## src/verilog/fault_status_map.vh

```
// Purpose: Offsets, field positions, reset values and timing counts of the fault status registers.
// Assumes: Eight-bit registers reached through a register select and a read strobe.
// Notes: Definitions only.
`ifndef FAULT_STATUS_MAP_VH
`define FAULT_STATUS_MAP_VH
`define FS_OFF_TYPE_SUMMARY 8'h00
`define FS_OFF_CHANNEL_SUMMARY 8'h01
`define FS_OFF_GLOBAL_FLAGS 8'h02
`define FS_GLOBAL_RESET 8'h47
`define FS_CHANNEL_RESET 8'h00
`define FS_BIT_POWER_ON 6
`define FS_BIT_DIE_OVERTEMP 5
`define FS_BIT_LINK_ERROR 4
`define FS_BIT_ACCESS_TIMEOUT 3
`define FS_BIT_LOGIC_SUPPLY_LOW 2
`define FS_BIT_LOAD_SUPPLY_WARN 1
`define FS_BIT_LOAD_SUPPLY_LOW 0
`define FS_BIT_SUPPLY_SUMMARY 7
`define FS_BIT_GLOBAL_SUMMARY 0
`define FS_SYNC_STAGES 2
`endif

```

## src/verilog/fault_status_registers.v

```verilog
// Purpose: Channel fault summary, fault type summary and global fault flag registers.
// Assumes: A serial front end decodes frames and gives a register select and read strobe.
// Notes: Fault detector levels arrive asynchronously and are synchronised here.
//
// Summary of operation
// (RQ1) Bits 3..0 of the channel summary show whether each channel has any of six faults.
// (RQ2) Global bit 6 shows a power-on reset and comes up as 1.
// (RQ3) The power-on bit clears on a global read and stays 0 until the next reset.
// (RQ4) Global bit 5 latches the die overtemperature warning and clears on read once gone.
// (RQ5) Global bit 4 latches serial link errors and clears on read once gone.
// (RQ6) Global bit 3 latches an access timeout and clears on read once gone.
// (RQ7) Global bit 2 latches logic supply lockout, resets to 1, clears on read once gone.
// (RQ8) Global bit 1 latches load supply warning, resets to 1, clears on read once gone.
// (RQ9) Global bit 0 latches load supply low, resets to 1, clears on read once gone.
// (RQ10) Type summary bit 0 is set while a link, timeout, warning or overtemp flag is set.
// (RQ11) Detectors are sampled each clock and a cause in a clearing cycle keeps the flag set.
// (RQ12) The host reads the global register after power-up and whenever the summary says so.
`timescale 1ns/10ps
`include "fault_status_map.vh"
module fault_status_registers
#(
  parameter CHANNELS = 4
)
(
  input wire sys_clk_i,
  input wire rst_n_i,
  input wire [CHANNELS-1:0] reverse_current_fault_i,
  input wire [CHANNELS-1:0] channel_overtemp_fault_i,
  input wire [CHANNELS-1:0] overcurrent_fault_i,
  input wire [CHANNELS-1:0] open_load_on_fault_i,
  input wire [CHANNELS-1:0] open_load_off_fault_i,
  input wire [CHANNELS-1:0] short_to_supply_fault_i,
  input wire die_overtemp_i,
  input wire link_error_i,
  input wire access_timeout_i,
  input wire logic_supply_low_i,
  input wire load_supply_warn_i,
  input wire load_supply_low_i,
  input wire [7:0] reg_addr_i,
  input wire reg_read_i,
  output reg [7:0] read_data_o,
  output reg [7:0] channel_fault_summary_o,
  output reg [7:0] global_fault_flags_o,
  output reg global_summary_flag_o
);
  localparam NDET = 6 * CHANNELS + 6;

  wire [NDET-1:0] raw_det;
  wire [NDET-1:0] sync_det;
  wire [CHANNELS-1:0] any_fault;
  wire [5:0] cause;
  wire [5:0] flag;
  wire [7:0] global_now;
  wire [7:0] type_now;
  wire [7:0] channel_now;
  wire global_read;
  reg [7:0] next_read_data;
  reg power_on_flag;
  genvar g;

  function sel;
    input [7:0] addr;
    input [7:0] offset;
    begin
      sel = (addr == offset);
    end
  endfunction

  assign raw_det = {load_supply_low_i, load_supply_warn_i, logic_supply_low_i,
                    access_timeout_i, link_error_i, die_overtemp_i,
                    short_to_supply_fault_i, open_load_off_fault_i, open_load_on_fault_i,
                    overcurrent_fault_i, channel_overtemp_fault_i, reverse_current_fault_i};

  level_sync #(.WIDTH(NDET)) u_sync
  (
    .sys_clk_i(sys_clk_i),
    .rst_n_i(rst_n_i),
    .async_i(raw_det),
    .sync_o(sync_det)
  ); // [RQ11]

  generate
    for (g = 0; g < CHANNELS; g = g + 1)
    begin : chan
      // The channel summary follows the live condition, as do type summary bits 6..1; no channel fault is latched.
      assign any_fault[g] = sync_det[g] | sync_det[CHANNELS + g] | sync_det[2*CHANNELS + g]
                          | sync_det[3*CHANNELS + g] | sync_det[4*CHANNELS + g]
                          | sync_det[5*CHANNELS + g]; // [RQ1]
    end
  endgenerate

  // Order of cause: die overtemp, link, timeout, logic low, load warn, load low.
  assign cause = sync_det[NDET-1:NDET-6];
  assign global_read = reg_read_i & sel(reg_addr_i, `FS_OFF_GLOBAL_FLAGS);

  sticky_flag #(.RESET_VALUE(1'b0)) u_overtemp
  (
    .sys_clk_i(sys_clk_i), .rst_n_i(rst_n_i),
    .cause_i(cause[0]), .clear_i(global_read), .flag_o(flag[0])
  ); // [RQ4]
  sticky_flag #(.RESET_VALUE(1'b0)) u_link
  (
    .sys_clk_i(sys_clk_i), .rst_n_i(rst_n_i),
    .cause_i(cause[1]), .clear_i(global_read), .flag_o(flag[1])
  ); // [RQ5]
  sticky_flag #(.RESET_VALUE(1'b0)) u_timeout
  (
    .sys_clk_i(sys_clk_i), .rst_n_i(rst_n_i),
    .cause_i(cause[2]), .clear_i(global_read), .flag_o(flag[2])
  ); // [RQ6]
  sticky_flag #(.RESET_VALUE(1'b1)) u_logic_low
  (
    .sys_clk_i(sys_clk_i), .rst_n_i(rst_n_i),
    .cause_i(cause[3]), .clear_i(global_read), .flag_o(flag[3])
  ); // [RQ7]
  sticky_flag #(.RESET_VALUE(1'b1)) u_load_warn
  (
    .sys_clk_i(sys_clk_i), .rst_n_i(rst_n_i),
    .cause_i(cause[4]), .clear_i(global_read), .flag_o(flag[4])
  ); // [RQ8]
  sticky_flag #(.RESET_VALUE(1'b1)) u_load_low
  (
    .sys_clk_i(sys_clk_i), .rst_n_i(rst_n_i),
    .cause_i(cause[5]), .clear_i(global_read), .flag_o(flag[5])
  ); // [RQ9]

  // Only the reset itself sets this bit, so any global read clears it.
  always @(posedge sys_clk_i or negedge rst_n_i)
  begin
    if (!rst_n_i)
      power_on_flag <= 1'b1; // [RQ2]
    else if (global_read)
      power_on_flag <= 1'b0; // [RQ3]
  end

  assign global_now = {1'b0, power_on_flag, flag[0], flag[1], flag[2],
                       flag[3], flag[4], flag[5]};
  assign channel_now = {{(8-CHANNELS){1'b0}}, any_fault}; // [RQ1]
  assign type_now = {flag[3] | flag[5],
                     |sync_det[CHANNELS-1:0],
                     |sync_det[2*CHANNELS-1:CHANNELS],
                     |sync_det[3*CHANNELS-1:2*CHANNELS],
                     |sync_det[4*CHANNELS-1:3*CHANNELS],
                     |sync_det[5*CHANNELS-1:4*CHANNELS],
                     |sync_det[6*CHANNELS-1:5*CHANNELS],
                     flag[0] | flag[1] | flag[2] | flag[4]}; // [RQ10]

  always @*
  begin
    next_read_data = read_data_o;
    if (reg_read_i)
    begin
      if (sel(reg_addr_i, `FS_OFF_TYPE_SUMMARY))
        next_read_data = type_now;
      else if (sel(reg_addr_i, `FS_OFF_CHANNEL_SUMMARY))
        next_read_data = channel_now;
      else if (sel(reg_addr_i, `FS_OFF_GLOBAL_FLAGS))
        next_read_data = global_now;
      else
        next_read_data = 8'h00;
    end
  end

  // The read returns the value before the clear, so the host sees what it is clearing.
  always @(posedge sys_clk_i or negedge rst_n_i)
  begin
    if (!rst_n_i)
    begin
      read_data_o <= 8'h00;
      channel_fault_summary_o <= `FS_CHANNEL_RESET;
      global_fault_flags_o <= `FS_GLOBAL_RESET;
      // The load warning flag resets to 1, so the summary it feeds must reset set as well.
      global_summary_flag_o <= 1'b1; // [RQ10]
    end
    else
    begin
      read_data_o <= next_read_data;
      channel_fault_summary_o <= channel_now;
      global_fault_flags_o <= global_now;
      global_summary_flag_o <= type_now[`FS_BIT_GLOBAL_SUMMARY]; // [RQ10]
    end
  end
endmodule

```

## src/verilog/level_sync.v

```verilog
// Purpose: Two-stage synchroniser for a bus of asynchronous fault levels.
// Assumes: Inputs come from analogue detectors outside the clock domain.
// Notes: The first stage feeds only the second stage.
`timescale 1ns/10ps
module level_sync
#(
  parameter WIDTH = 1
)
(
  input wire sys_clk_i,
  input wire rst_n_i,
  input wire [WIDTH-1:0] async_i,
  output reg [WIDTH-1:0] sync_o
);
  reg [WIDTH-1:0] meta;

  always @(posedge sys_clk_i or negedge rst_n_i)
  begin
    if (!rst_n_i)
    begin
      meta <= {WIDTH{1'b0}};
      sync_o <= {WIDTH{1'b0}};
    end
    else
    begin
      meta <= async_i;
      sync_o <= meta;
    end
  end
endmodule

```

## src/verilog/sticky_flag.v

```verilog
// Purpose: One latched fault flag that clears on a read once its cause is gone.
// Assumes: Cause and read strobe are both on the core clock.
// Notes: A cause present in the clearing cycle keeps the flag set.
`timescale 1ns/10ps
module sticky_flag
#(
  parameter RESET_VALUE = 1'b0
)
(
  input wire sys_clk_i,
  input wire rst_n_i,
  input wire cause_i,
  input wire clear_i,
  output reg flag_o
);
  always @(posedge sys_clk_i or negedge rst_n_i)
  begin
    if (!rst_n_i)
      flag_o <= RESET_VALUE;
    else if (cause_i)
      flag_o <= 1'b1; // [RQ11]
    else if (clear_i)
      flag_o <= 1'b0;
  end
endmodule

```

## config.mk

```make
export PLATFORM = sky130hd
export DESIGN_NAME = fault_status_registers
export DESIGN_NICKNAME = d
export VERILOG_FILES = /design/src/verilog/fault_status_registers.v /design/src/verilog/level_sync.v /design/src/verilog/sticky_flag.v
export VERILOG_INCLUDE_DIRS = /design/src /design/src/verilog
export SDC_FILE = /design/constraint.sdc
export NUM_CORES = 1
export LEC_CHECK = 0
export BUFFER_PORTS_ARGS = -buffer_cell sky130_fd_sc_hd__buf_2
export CORE_MARGIN = 5
export CORE_UTILIZATION = 45
export CTS_CLUSTER_DIAMETER = 100
export CTS_CLUSTER_SIZE = 30
export DETAILED_ROUTE_END_ITERATION = 16
export PLACE_DENSITY = 0.69
export SETUP_SLACK_MARGIN = 0.05
export SYNTH_ARGS = -nofsm -noshare
export SYNTH_HDL_FRONTEND = slang
export SYNTH_SLANG_ARGS = --single-unit
```

## constraint.sdc

```tcl
create_clock -name sys_clk_i -period 2.41 [get_ports sys_clk_i]
set_input_delay 0.482 -clock sys_clk_i [delete_from_list [all_inputs] [get_ports sys_clk_i]]
set_output_delay 0.482 -clock sys_clk_i [all_outputs]
set_load 0.02 [all_outputs]
```

==> metrics <==
CP max stage cell=or4_1; drt wl/cell=between 10 and 15 µm; die width=87.4 µm; Pre-Repair DR Iteration Count=4; Overall Global Routing Usage=0.133; global route overflow=0; initial core utilization=0.457; CP startpoint kind=flop; # IOs=66; IO Port Bufs=60; Slew Viols, Final=0; Setup violations, final=0; RSZ-0062 raised after global routing=no; H-tree depth=3; first-pass GRT wire length=7270 µm; Cell Area, Synth=2690 µm²; top area cells in the synthesized netlist=dfrtp_1, dfstp_2, or4_1; Post-CTS Setup Repair Bufs=0; CP cell instances=or4_1, nor4b_1, o31ai_1; Worst Setup End Kind=flop; max-cap violations=0; Warnings, synthesis=0; Critical Path AT=1.80 ns; placer congestion estimate=0.737; Synth top area share=0.725; Worst VDD drop=0.000572 V; crit path time final=1.56 ns; run status=completed; clock slew at reported path FFs=0.09 ns; hold bufs inserted after CTS=0; FF-to-FF End=read_data_o[0]; Worst Path Required=2.65 ns; crit share post-route=0.649; Worst R2R Path Depth=3; reg-to-reg slack, setup=0.85 ns; post-CTS resize count=0; worst hold slack=0.0719 ns; die area=around 7600 µm²; commonest cells after routing, fill and taps aside=dfrtp_1, buf_2, clkbuf_8; vias in the first global route=1,504; pwr dens=between 800 and 900 nW/µm²; Syn Inst Count=158; row count=28; sequential share of the synthesized area=0.813; worst slew pin tran=0.542 ns; total negative slack=0 ns; worst reg2reg startpoint=u_sync.sync_o[0]; post-synthesis area per instance=17.0 µm²; Yosys top cell by area=dfrtp_1; core area=about 5900 µm²; CTS tree=done; antenna violations before repair=0; Hold Vio Cnt, Final=0; Hold WC Path Type=in -> async; pin count of the biggest net entering global routing=53; clock latency on the worst-skew pair=0.36 ns; Rel. slew slack=0.636; FF+latch count, synth=a little under 90; final WL=between 4000 and 5000 µm; Antenna Nets Post-Route=0; via/cell ratio=4.70; Residual DRC=0; max frequency=0.640 GHz; ANT cells=0; crit path max fanout=2; vias=1,442; clock net sink count=87; Critical Path Max Stage Delay=0.57 ns; initial drt markers=49; fraction of layout cells with a size suffix above 1=0.392; DP HPWL=about 3200 µm; most common cell after layout, fill and taps aside=dfrtp_1; Area Growth Syn to Fin=22.1%; worst-case clock buffer depth=2; Pleak=1.48 nW; worst setup path class=reg -> reg; CTS Buf Count=9; Final #Nets=268; die height=87.4 µm; Root Buffer=clkbuf_8; Yosys cell types=27; Layout Skew=~0.007 ns
==> flip-flops by register name, summed over array words and instances (netlist names), 4 cells and up <==
signal,cells
u_sync.meta,30
u_sync.sync_o,30
read_data_o,8
global_fault_flags_o,7
channel_fault_summary_o,4
==> worst max-delay path by stage <==
stage / start / endpoint / slack, ns / depth (start not counted)
global route: u_sync.sync_o[0] / read_data_o[0] / 0.74 / 3
floorplan: reg_read_i / u_link.flag_o / 0.98 / 4
detailed placement: reg_addr_i[5] / u_timeout.flag_o / 0.68 / 4
global placement: reg_addr_i[5] / u_timeout.flag_o / 0.73 / 4
CTS: u_sync.sync_o[0] / read_data_o[0] / 0.82 / 3
finish: u_sync.sync_o[0] / read_data_o[0] / 0.85 / 3
==> critical path, delay by kind of cell (launching register included) <==
family          cells  cell delay (ns)
simple gates        2             0.95
flops               1             0.38
compound gates      1             0.11
==> through the flow <==
| stage | total power [mW] | std cells | setup slack (ns) | util | cell area (µm²) |
|---|---|---|---|---|---|
| 3_5_place_dp | 1.66 | 291 | 0.682 | 0.522 | 3070 |
| 5_1_grt | 2.79 | 307 | 0.743 | 0.558 | 3290 |
| 3_3_place_gp | 1.66 | 291 | 0.728 | 0.522 | 3070 |
| 2_1_floorplan | 1.59 | 162 | 0.981 | - | 2710 |
| 6_report | 2.66 | 307 | 0.847 | 0.558 | 3290 |
| 4_1_cts | 2.70 | 307 | 0.819 | 0.558 | 3290 |
==> layout make-up <==
cell class                      instances  area, µm²
Tap cell                               75       93.8
Timing Repair Buffer                   61        323
Multi-Input combinational cell         64        454
Inverter                                4       15.0
Clock inverter                          6       75.1
Fill cell                             489       2600
Clock buffer                           10        138
Sequential cell                        87       2190
==> metal layers <==
metal	GRT usage	share of wire
met1	0.168	0.42
met2	0.190	0.45
met3	0.0662	0.11
met4	0.0669	0.020
met5	0	0
==> cells in the mapped netlist <==
library cell,instances
o22ai_1,3
or3_1,1
nor2_1,7
nor2b_1,4
and3_1,3
a41oi_1,4
a21o_1,6
dfrtp_1,78
and2_1,1
nand3_2,1
inv_1,4
o32ai_2,1
o211ai_1,1
buf_2,1
conb_1,1
dfstp_2,9
nor4_4,1
mux2i_1,3
nand2_2,1
buf_4,6
nor4b_4,1
or4_1,8
o21ai_0,1
nor4b_1,2
nor4_1,3
nand2_1,4
o31ai_1,3
==> power by group <==
part | switching (mW) | internal, mW
logic | 0.0630 | 0.0371
clock network | 0.512 | 0.521
registers | 0.0197 | 1.51
total | 0.595 | 2.07
==> logic make-up (layout without fill, tap and decap cells) <==
group,count (synthesis),in the layout,synth area share
AOI/OAI and AO/OA,19,19,0.0558
buffers and inverters,11,81,0.0242
DFF,87,87,0.813
muxes,3,3,0.0112
other,1,5,0.00139
and+or+nand+nor,37,37,0.0948
Note: power is estimated with default switching activity, not from simulation.
